==> src/logic/serdes_sync_params.svh <==
// Register offsets, field positions, reset values and timing counts of the sync and status control
// How it works
// RULE_01 - Full status bits 5..7 show lanes 5..7
// RULE_02 - Full status bits 0..4 show lanes 0..4
// RULE_03 - Empty status bit n shows lane n
// RULE_04 - Multiframe loss requests sync only when enabled
// RULE_05 - Frame loss requests sync only when enabled
// RULE_06 - Error report low: half cycle plus field; the code gives one whole cycle plus field
// RULE_07 - Request low: 5 frames+9 octets plus field
// RULE_08 - Report multiframe period in parallel-clock cycles
// RULE_09 - Test enable bit ungates bit-error test clocks
// RULE_10 - Two-bit selector picks PRBS7, PRBS15 or PRBS31
// RULE_11 - Status reads are live, without side effects
// RULE_12 - Transmitter tells short error from long request
`ifndef SERDES_SYNC_PARAMS_SVH
`define SERDES_SYNC_PARAMS_SVH

// ----------------------------------------------------------------
// Register offsets
// ----------------------------------------------------------------
`define ADDR_BUF_FULL      15'h030C
`define ADDR_BUF_EMPTY     15'h030D
`define ADDR_SYNC_MASK     15'h0311
`define ADDR_SYNC_LEN      15'h0312
`define ADDR_MF_PERIOD     15'h0313
`define ADDR_TEST_EN       15'h0315
`define ADDR_TEST_CTRL     15'h0316

// ----------------------------------------------------------------
// Fields and reset values
// ----------------------------------------------------------------
`define MASK_FRAME_BIT     0
`define MASK_MF_BIT        2
`define MASK_MSB           2
`define ERR_LEN_MSB        7
`define ERR_LEN_LSB        4
`define REQ_LEN_MSB        3
`define REQ_LEN_LSB        0
`define TEST_EN_BIT        0
`define PAT_SEL_MSB        3
`define PAT_SEL_LSB        2
`define REG_RESET          8'h00
`define PIN_IDLE           3'h2
`define PERIOD_MAX         8'hFF

// ----------------------------------------------------------------
// Serial port framing and timing
// ----------------------------------------------------------------
`define SPI_LAST_INSTR     5'h0F
`define SPI_FIRST_DATA     5'h11
`define SPI_LAST_BIT       5'h17
`define SPI_BITS           5'h18
`define PCLK_OCTETS        4
`define REQ_BASE_FRAMES    5
`define REQ_BASE_OCTETS    9

`endif

==> src/logic/serdes_sync_pkg.sv <==
// Types shared by the sync and status control
package serdes_sync_pkg;

  typedef struct packed {
    logic sclk;
    logic cs_n;
    logic sdi;
  } spi_pins_t;

  typedef struct packed {
    logic sync_req;
    logic frame_loss;
    logic multiframe_loss;
    logic err_report;
  } align_evt_t;

  typedef enum logic [1:0] {
    S_IDLE,
    S_ERR_LOW,
    S_REQ_LOW
  } sync_state_t;

endpackage : serdes_sync_pkg

==> src/logic/serdes_sync_status_ctrl.sv <==
// Sync request generator, lane buffer status and test controls behind the serial register port
`include "serdes_sync_params.svh"

module serdes_sync_status_ctrl (
  // Clock and reset
  input  wire logic                      mclk,
  input  wire logic                      rst,
  // Serial register port pins
  input  wire serdes_sync_pkg::spi_pins_t spi_in,
  output logic                           spi_sdo,
  output logic                           spi_sdo_oe,
  // Elastic buffer flags, bit n for lane n
  input  wire logic [7:0]                lane_buf_full,
  input  wire logic [7:0]                lane_buf_empty,
  // Alignment events from the lane deframers
  input  wire serdes_sync_pkg::align_evt_t align_evt,
  input  wire logic                      multiframe_end_event,
  input  wire logic [4:0]                frame_octets,
  // Link and test outputs
  output logic                           sync_request_out_n,
  output logic                           bit_error_test_clock_ungate,
  output logic [1:0]                     test_pattern_select
);
  import serdes_sync_pkg::*;

  // ----------------------------------------------------------------
  // Pin synchronisers
  // ----------------------------------------------------------------
  logic [2:0]  s1_q;
  logic [2:0]  s2_q;
  logic [2:0]  s3_q;
  logic [2:0]  stable_q;
  logic [2:0]  stable_d;
  logic        sclk_prev_q;
  spi_pins_t   pin_st;

  // A change only counts once the second and third stages agree
  assign stable_d = (~(s2_q ^ s3_q) & s3_q) | ((s2_q ^ s3_q) & stable_q);
  assign pin_st   = spi_pins_t'(stable_q);

  always_ff @(posedge mclk) begin
    if (rst) begin
      s1_q        <= `PIN_IDLE;
      s2_q        <= `PIN_IDLE;
      s3_q        <= `PIN_IDLE;
      stable_q    <= `PIN_IDLE;
      sclk_prev_q <= 1'b0;
    end else begin
      s1_q        <= spi_in;
      s2_q        <= s1_q;
      s3_q        <= s2_q;
      stable_q    <= stable_d;
      sclk_prev_q <= pin_st.sclk;
    end
  end

  // ----------------------------------------------------------------
  // Serial frame decode
  // ----------------------------------------------------------------
  logic [4:0]  bit_cnt_q;
  logic [14:0] instr_q;
  logic [7:0]  wdat_q;
  logic [14:0] addr_q;
  logic        rd_q;
  logic [7:0]  rd_shift_q;
  logic        sdo_q;
  logic        sdo_oe_q;
  wire         active   = ~pin_st.cs_n;
  wire         sclk_up  = active & pin_st.sclk & ~sclk_prev_q;
  wire         sclk_dn  = active & ~pin_st.sclk & sclk_prev_q;
  wire         take_bit = sclk_up & (bit_cnt_q < `SPI_BITS);
  wire [15:0]  instr_full = {instr_q, pin_st.sdi};
  wire         load_rd  = take_bit & (bit_cnt_q == `SPI_LAST_INSTR) & instr_full[15];
  wire         wr_stb   = take_bit & (bit_cnt_q == `SPI_LAST_BIT) & ~rd_q;
  wire [7:0]   wr_data  = {wdat_q[6:0], pin_st.sdi};
  wire         shift_out = sclk_dn & sdo_oe_q & (bit_cnt_q >= `SPI_FIRST_DATA) &
                           (bit_cnt_q <= `SPI_LAST_BIT);

  // ----------------------------------------------------------------
  // Register file
  // ----------------------------------------------------------------
  logic [`MASK_MSB:0] mask_q;
  logic [7:0]         len_q;
  logic [7:0]         test_en_q;
  logic [1:0]         pat_q;
  logic [7:0]         mf_cnt_q;
  logic [7:0]         mf_period_q;

  function automatic logic hit(input logic [14:0] a, input logic [14:0] off);
    hit = (a == off);
  endfunction

  // Status bytes are sampled at the instant of the read, so no flag is held or cleared
  wire [7:0] rd_byte =
    hit(instr_full[14:0], `ADDR_BUF_FULL)  ? lane_buf_full :                         // see RULE_01 see RULE_02 see RULE_11
    hit(instr_full[14:0], `ADDR_BUF_EMPTY) ? lane_buf_empty :                        // see RULE_03 see RULE_11
    hit(instr_full[14:0], `ADDR_SYNC_MASK) ? {5'h00, mask_q} :
    hit(instr_full[14:0], `ADDR_SYNC_LEN)  ? len_q :
    hit(instr_full[14:0], `ADDR_MF_PERIOD) ? mf_period_q :                           // see RULE_08
    hit(instr_full[14:0], `ADDR_TEST_EN)   ? test_en_q :
    hit(instr_full[14:0], `ADDR_TEST_CTRL) ? {4'h0, pat_q, 2'h0} : 8'h00;

  always_ff @(posedge mclk) begin
    if (rst) begin
      bit_cnt_q  <= 5'h00;
      instr_q    <= 15'h0000;
      wdat_q     <= `REG_RESET;
      addr_q     <= 15'h0000;
      rd_q       <= 1'b0;
      rd_shift_q <= `REG_RESET;
      sdo_q      <= 1'b0;
      sdo_oe_q   <= 1'b0;
    end else if (!active) begin
      bit_cnt_q  <= 5'h00;
      sdo_oe_q   <= 1'b0;
    end else begin
      if (take_bit) begin
        bit_cnt_q <= bit_cnt_q + 5'h01;
        if (bit_cnt_q <= `SPI_LAST_INSTR) begin
          instr_q <= instr_full[14:0];
        end else begin
          wdat_q  <= wr_data;
        end
      end
      if (take_bit && bit_cnt_q == `SPI_LAST_INSTR) begin
        addr_q <= instr_full[14:0];
        rd_q   <= instr_full[15];
      end
      if (load_rd) begin
        sdo_oe_q   <= 1'b1;
        sdo_q      <= rd_byte[7];
        rd_shift_q <= {rd_byte[6:0], 1'b0};
      end else if (shift_out) begin
        sdo_q      <= rd_shift_q[7];
        rd_shift_q <= {rd_shift_q[6:0], 1'b0};
      end
    end
  end

  always_ff @(posedge mclk) begin
    if (rst) begin
      mask_q    <= 3'h0;
      len_q     <= `REG_RESET;
      test_en_q <= `REG_RESET;
      pat_q     <= 2'h0;
    end else if (wr_stb) begin
      if (hit(addr_q, `ADDR_SYNC_MASK)) begin
        mask_q <= wr_data[`MASK_MSB:0];
      end
      if (hit(addr_q, `ADDR_SYNC_LEN)) begin
        len_q <= wr_data;
      end
      if (hit(addr_q, `ADDR_TEST_EN)) begin
        test_en_q <= wr_data;                                                        // see RULE_09
      end
      if (hit(addr_q, `ADDR_TEST_CTRL)) begin
        pat_q <= wr_data[`PAT_SEL_MSB:`PAT_SEL_LSB];                                 // see RULE_10
      end
    end
  end

  // ----------------------------------------------------------------
  // Multiframe period measurement
  // ----------------------------------------------------------------
  // The first report after reset covers a partial multiframe; it settles at the second marker
  always_ff @(posedge mclk) begin
    if (rst) begin
      mf_cnt_q    <= 8'h00;
      mf_period_q <= `REG_RESET;
    end else if (multiframe_end_event) begin
      mf_cnt_q    <= 8'h00;
      mf_period_q <= (mf_cnt_q == `PERIOD_MAX) ? `PERIOD_MAX : mf_cnt_q + 8'h01;      // see RULE_08
    end else if (mf_cnt_q != `PERIOD_MAX) begin
      mf_cnt_q    <= mf_cnt_q + 8'h01;
    end
  end

  // ----------------------------------------------------------------
  // Sync request generator
  // ----------------------------------------------------------------
  sync_state_t state_q;
  sync_state_t state_d;
  logic [7:0]  cnt_q;
  logic [7:0]  cnt_d;
  logic        sync_n_q;
  wire         cause_req = align_evt.sync_req |
                           (align_evt.frame_loss & mask_q[`MASK_FRAME_BIT]) |         // see RULE_05
                           (align_evt.multiframe_loss & mask_q[`MASK_MF_BIT]);        // see RULE_04
  // Half a cycle cannot be shown on this clock, so the error pulse rounds up to whole cycles
  wire [7:0]   err_cycles = {4'h0, len_q[`ERR_LEN_MSB:`ERR_LEN_LSB]} + 8'h01;        // see RULE_06
  wire [7:0]   req_octets = 8'(`REQ_BASE_FRAMES * frame_octets + `REQ_BASE_OCTETS + `PCLK_OCTETS - 1);
  wire [7:0]   req_cycles = 8'(req_octets / `PCLK_OCTETS) +
                            {4'h0, len_q[`REQ_LEN_MSB:`REQ_LEN_LSB]};                 // see RULE_07

  // A resync request overrides a running error pulse and is held while its cause lasts
  always_comb begin
    state_d = state_q;
    cnt_d   = cnt_q;
    case (state_q)
      S_IDLE: begin
        if (cause_req) begin
          state_d = S_REQ_LOW;
          cnt_d   = req_cycles - 8'h01;
        end else if (align_evt.err_report) begin
          state_d = S_ERR_LOW;
          cnt_d   = err_cycles - 8'h01;
        end
      end
      S_ERR_LOW: begin
        if (cause_req) begin
          state_d = S_REQ_LOW;
          cnt_d   = req_cycles - 8'h01;
        end else if (cnt_q == 8'h00) begin
          state_d = S_IDLE;
        end else begin
          cnt_d   = cnt_q - 8'h01;
        end
      end
      S_REQ_LOW: begin
        if (cnt_q != 8'h00) begin
          cnt_d   = cnt_q - 8'h01;
        end else if (cause_req) begin
          cnt_d   = req_cycles - 8'h01;
        end else begin
          state_d = S_IDLE;
        end
      end
      default: begin
        state_d = S_IDLE;
        cnt_d   = 8'h00;
      end
    endcase
  end

  always_ff @(posedge mclk) begin
    if (rst) begin
      state_q  <= S_IDLE;
      cnt_q    <= 8'h00;
      sync_n_q <= 1'b1;
    end else begin
      state_q  <= state_d;
      cnt_q    <= cnt_d;
      sync_n_q <= (state_d == S_IDLE);
    end
  end

  // ----------------------------------------------------------------
  // Outputs
  // ----------------------------------------------------------------
  assign sync_request_out_n          = sync_n_q;
  assign spi_sdo                     = sdo_q;
  assign spi_sdo_oe                  = sdo_oe_q;
  assign bit_error_test_clock_ungate = test_en_q[`TEST_EN_BIT];
  assign test_pattern_select         = pat_q;

  // ----------------------------------------------------------------
  // Checks
  // ----------------------------------------------------------------
  logic [7:0] low_run_q;
  logic       kind_err_q;
  always_ff @(posedge mclk) begin
    if (rst) begin
      low_run_q  <= 8'h00;
      kind_err_q <= 1'b0;
    end else begin
      low_run_q  <= sync_n_q ? 8'h00 : low_run_q + 8'h01;
      kind_err_q <= (state_d == S_ERR_LOW) ? (state_q == S_IDLE) | kind_err_q : 1'b0;
    end
  end

  a_full_snapshot: assert property (@(posedge mclk) disable iff (rst) // see RULE_01 see RULE_02
    load_rd && hit(instr_full[14:0], `ADDR_BUF_FULL) |=> {sdo_q, rd_shift_q[7:1]} == $past(lane_buf_full))
    else $error("full status read does not match live flags");
  a_empty_snapshot: assert property (@(posedge mclk) disable iff (rst) // see RULE_03 see RULE_11
    load_rd && hit(instr_full[14:0], `ADDR_BUF_EMPTY) |=> {sdo_q, rd_shift_q[7:1]} == $past(lane_buf_empty))
    else $error("empty status read does not match live flags");
  a_mf_enabled: assert property (@(posedge mclk) disable iff (rst) // see RULE_04
    align_evt.multiframe_loss && mask_q[`MASK_MF_BIT] |=> !sync_request_out_n && state_q == S_REQ_LOW)
    else $error("enabled multiframe loss did not request sync");
  a_mf_masked: assert property (@(posedge mclk) disable iff (rst) // see RULE_04
    state_q == S_IDLE && align_evt == 4'h2 && !mask_q[`MASK_MF_BIT] |=> sync_request_out_n)
    else $error("masked multiframe loss requested sync");
  a_frame_enabled: assert property (@(posedge mclk) disable iff (rst) // see RULE_05
    align_evt.frame_loss && mask_q[`MASK_FRAME_BIT] |=> !sync_request_out_n && state_q == S_REQ_LOW)
    else $error("enabled frame loss did not request sync");
  a_frame_masked: assert property (@(posedge mclk) disable iff (rst) // see RULE_05
    state_q == S_IDLE && align_evt == 4'h4 && !mask_q[`MASK_FRAME_BIT] |=> sync_request_out_n)
    else $error("masked frame loss requested sync");
  a_err_length: assert property (@(posedge mclk) disable iff (rst) // see RULE_06
    $rose(sync_request_out_n) && $past(kind_err_q) |-> low_run_q == err_cycles)
    else $error("error report low time wrong");
  a_req_length: assert property (@(posedge mclk) disable iff (rst) // see RULE_07
    $rose(sync_request_out_n) && !$past(kind_err_q) |-> low_run_q >= req_cycles)
    else $error("sync request low time too short");
  a_mf_period: assert property (@(posedge mclk) disable iff (rst) // see RULE_08
    multiframe_end_event && mf_cnt_q != `PERIOD_MAX |=> mf_period_q == $past(mf_cnt_q) + 8'h01)
    else $error("multiframe period report wrong");
  a_test_ungate: assert property (@(posedge mclk) disable iff (rst) // see RULE_09
    wr_stb && hit(addr_q, `ADDR_TEST_EN) |=> bit_error_test_clock_ungate == $past(wr_data[`TEST_EN_BIT]))
    else $error("test clock ungate does not follow write");
  a_pattern_sel: assert property (@(posedge mclk) disable iff (rst) // see RULE_10
    wr_stb && hit(addr_q, `ADDR_TEST_CTRL) |=> test_pattern_select == $past(wr_data[`PAT_SEL_MSB:`PAT_SEL_LSB]))
    else $error("pattern select does not follow write");

endmodule // serdes_sync_status_ctrl

==> config.mk <==
export PLATFORM = sky130hd
export DESIGN_NAME = serdes_sync_status_ctrl
export DESIGN_NICKNAME = d
export VERILOG_FILES = /design/src/logic/serdes_sync_pkg.sv /design/src/logic/serdes_sync_status_ctrl.sv
export VERILOG_INCLUDE_DIRS = /design/src /design/src/logic
export SDC_FILE = /design/constraint.sdc
export NUM_CORES = 1
export LEC_CHECK = 0
export ABC_AREA = 1
export BUFFER_PORTS_ARGS = -buffer_cell sky130_fd_sc_hd__buf_2
export CELL_PAD_IN_SITES_DETAIL_PLACEMENT = 1
export CELL_PAD_IN_SITES_GLOBAL_PLACEMENT = 1
export CORE_AREA = 2 2 116 118
export CTS_BUF_LIST = sky130_fd_sc_hd__clkbuf_2 sky130_fd_sc_hd__clkbuf_4 sky130_fd_sc_hd__clkbuf_8
export CTS_CLUSTER_DIAMETER = 120
export DETAILED_ROUTE_END_ITERATION = 10
export DIE_AREA = 0 0 118 120
export PLACE_DENSITY_LB_ADDON = 0.2
export SLEW_MARGIN = 25
export SYNTH_ARGS = -nofsm -noshare
export SYNTH_HDL_FRONTEND = slang
export SYNTH_SLANG_ARGS = --single-unit
==> constraint.sdc <==
create_clock -name mclk -period 8.9 [get_ports mclk]
set_clock_uncertainty 0.1 [all_clocks]
set_input_delay 0 -clock mclk [delete_from_list [all_inputs] [get_ports mclk]]
set_output_delay 0 -clock mclk [all_outputs]
set_load 0.05 [all_outputs]
==> results.yml <==
run_status:
  outcome: "finished clean"
detailed_routing:
  routed-wl-met3_um: 464
  top_layer: "met4"
  wl_met1_mm: 7.04
  vias: 5317
  drt_iter0_drc: 236
  drt-total-wl_mm: 15.9
  wl_met2_mm: 8.10
  ant_nets: 0
  drc: 0
  wire_per_inst_um: 15.6
  via_per_inst: 5.21
  firstDrtPassIters: 5
global_routing:
  antenna_found_initial: 0
  grt_pass1_vias: 5575
  grt_pass1_wl_mm: 26.6
  track_usage_pct: 23.7
  grt_max_degree: 76
  overflow: 0
job:
  drv_cap: 0
clocking:
  cts_buffers: 17
  cts_tree: "built"
  cts.path.max_buffers: 2
  htreeDepth: 4
  cts.repair.resized: 0
  clock_sinks: 113
  path_clk_slew_ps: 70
  cts_setup_buffers: 0
  cts_root_buf: "clkbuf_8"
  clock_latency_ps: 470
logic_synthesis:
  syn_area_sq_um: 5720
  syn_nets: 831
  synth_flop_cell: "dfxtp_1"
  synth_edf_count: 0
  synthArstFlopShare_pct: 0
  synth_cell_types: 46
  syn_avg_cell_area_sq_um: 7.40
  ys_seq_area_share_pct: 39.5
  syn_inst: 773
  synth_seq_cells: 113
  yosysWarnings: 0
min_path:
  min_path_cells: 7
  worstHoldEndpoint: "cnt_q[1]"
  min-delay-start: "align_evt[0]"
  hp-class: "in -> reg"
power_and_ir_drop:
  cellPowerDensity_nw_per_um2: 204
  power_leakage_nw: 2.93
  peakVddDrop_v: 0.0000913
die:
  die_h_um: 120
  fp.dieArea_sq_um: 14200
  fp.dieW_um: 118
  ios: 37
  initial_core_util_pct: 44.1
  core.rowCount: 42
  fp.coreArea_sq_um: 13000
sta:
  setup_viol: 0
  hold_viol: 0
  tightest_slew_ps: 743
  rsz0062_at_grt: "no"
  fin_tns_setup_ps: 0
  final.setup.worst_slack_ps: 6010
  slew_headroom_pct: 50.1
  period_share_pct: 32.4
  slew_viol_final: 0
  max_freq_mhz: 347
  fin_crit_ps: 2890
layout:
  nNetsFinal: 889
  n_antenna_cell: 0
  fillers: 1651
  drive_gt1_share_pct: 13.3
  ff_latch_area_sq_um: 2260
  multi_input_area_sq_um: 2890
  area_delta_synth_final_pct: 17.0
place:
  io_buffers: 36
  hpwlAfterDp_mm: 11.4
  routabilityCongestion: 0.835
  place_ws_ps: 5670
setup_path:
  cp.required_ps: 9200
  ff2ff_setup_slack_ps: 6010
  critPathLaunchType: "flip-flop"
  crit_top_cell: "dlygate4sd3_1"
  worstSetupEndpointType: "flip-flop"
  worstReg2RegStart: "mask_q[0]"
  setup.worst_path.class: "reg -> reg"
  slowest_stage: "dlygate4sd3_1"
  cp_cell_sequence: "nand2_1, inv_1, nor3b_2, dlygate4sd3_1, nand2_1, dlygate4sd3_1, nor2_1, dlygate4sd3_1"
  cp_data_arrival_time_ps: 3190
  r2r_end: "state_q[0]"
  cpPeakStageDelay_ps: 650
  rr_worst_depth: 8
  crit_path_max_fanout: 4
-- per-stage QoR --
stage          hold slack, ps  power, mW  std cells  utilization, %  instance area [sq um]
2_1_floorplan           -17.2      0.766        773               -                   5720
4_1_cts                  38.5       1.37       1020            51.6                   6690
5_1_grt                   100       1.44       1020            51.6                   6690
6_report                 41.9       1.37       1020            51.6                   6690
3_5_place_dp             93.0      0.835        963            46.3                   6000
3_3_place_gp             85.9      0.821        963            46.3                   6000
-- metal layers --
layer,GRT usage (%),up-vias
li1,-,2664
met1,27.2,2549
met2,43.4,70
met3,4.61,34
met4,8.89,0
met5,0,-
-- worst max path at each step --
stage | from | endpoint | slack [ps]
2_1_floorplan | frame_octets[1] | cnt_q[6] | 6090
3_3_place_gp | frame_octets[1] | cnt_q[6] | 5830
3_5_place_dp | frame_octets[1] | cnt_q[6] | 5670
4_1_cts | mask_q[0] | state_q[0] | 6010
5_1_grt | bit_cnt_q[0] | rd_shift_q[2] | 5820
6_report | mask_q[0] | state_q[0] | 6010
-- flip-flops by register name (all words and copies together), names as in the netlist, 2 cells and up, named ones only --
signal	cells
bit_cnt_q	5
s2_q	3
wdat_q	7
test_pattern_select	2
test_en_q	8
cnt_q	8
rd_shift_q	7
s1_q	3
instr_q	15
mf_period_q	8
s3_q	3
mask_q	3
mf_cnt_q	8
state_q	2
addr_q	15
len_q	8
-- report_power, final --
part | switching [mW] | internal, mW
logic | 0.175 | 0.115
clock network | 0.230 | 0.303
registers | 0.0176 | 0.526
-- cell usage after synthesis (2+ instances only) --
cell type	n	area (sq um)
nand2_2	4	25.0
inv_1	112	420
fa_1	3	60.1
a31oi_1	2	12.5
o21ai_0	78	390
a21oi_2	2	17.5
dfxtp_1	113	2260
o221ai_1	2	17.5
nand3_1	34	170
nor3_1	14	70.1
a21oi_1	104	521
inv_2	6	22.5
clkbuf_1	15	56.3
nor2_8	3	60.1
or2_2	6	37.5
buf_6	4	45.0
nor2_1	81	304
nand2_4	3	33.8
nor2_2	4	25.0
nor4_1	5	31.3
o211ai_1	4	30.0
nand3_2	7	70.1
nand4_1	5	31.3
buf_2	3	15.0
ha_1	24	300
xnor2_1	4	35.0
o22ai_1	6	37.5
o21ai_1	6	30.0
nand2_1	97	364
xor2_1	6	52.6
-- cells in the final DEF (no fill, tap or decap), types with 24 or more instances in the layout --
cell | synthesis | final
o21ai_0 | 78 | 78
nand2_1 | 97 | 97
dfxtp_1 | 113 | 113
dlygate4sd3_1 | 0 | 25
nor2_1 | 81 | 81
ha_1 | 24 | 24
buf_2 | 3 | 36
a21oi_1 | 104 | 104
inv_1 | 112 | 112
nand3_1 | 34 | 34
-- critical path: cells and delay by family, from the launching register on --
kind / cells / cell delay (ps)
buffers and inverters: 4 / 1820
and+or+nand+nor: 4 / 580
DFF: 1 / 330
-- layout make-up --
class | count | area share (%)
Clock buffer | 21 | 4.23
Clock inverter | 11 | 2.30
Inverter | 119 | 6.68
Multi-Input combinational cell | 518 | 43.2
Sequential cell | 113 | 33.8
Tap cell | 176 | 3.29
Timing Repair Buffer | 62 | 6.54
-- cells by family (layout without fill, tap and decap cells) --
| family | after synthesis | after routing | synth area share [%] |
|---|---|---|---|
| adders and majority gates | 27 | 27 | 6.30 |
| buffers and inverters | 142 | 213 | 9.97 |
| xor gates and xnor gates | 10 | 10 | 1.53 |
| DFF | 113 | 113 | 39.5 |
| and+or+nand+nor | 268 | 268 | 22.6 |
| AOI/OAI and AO/OA | 213 | 213 | 20.1 |
-- what timing repair did --
action	in CTS	in global routing
setup endpoints to repair	0	0
hold endpoints to repair	36	0
hold buffers	25	0
Note: power is estimated with default switching activity, not from simulation.
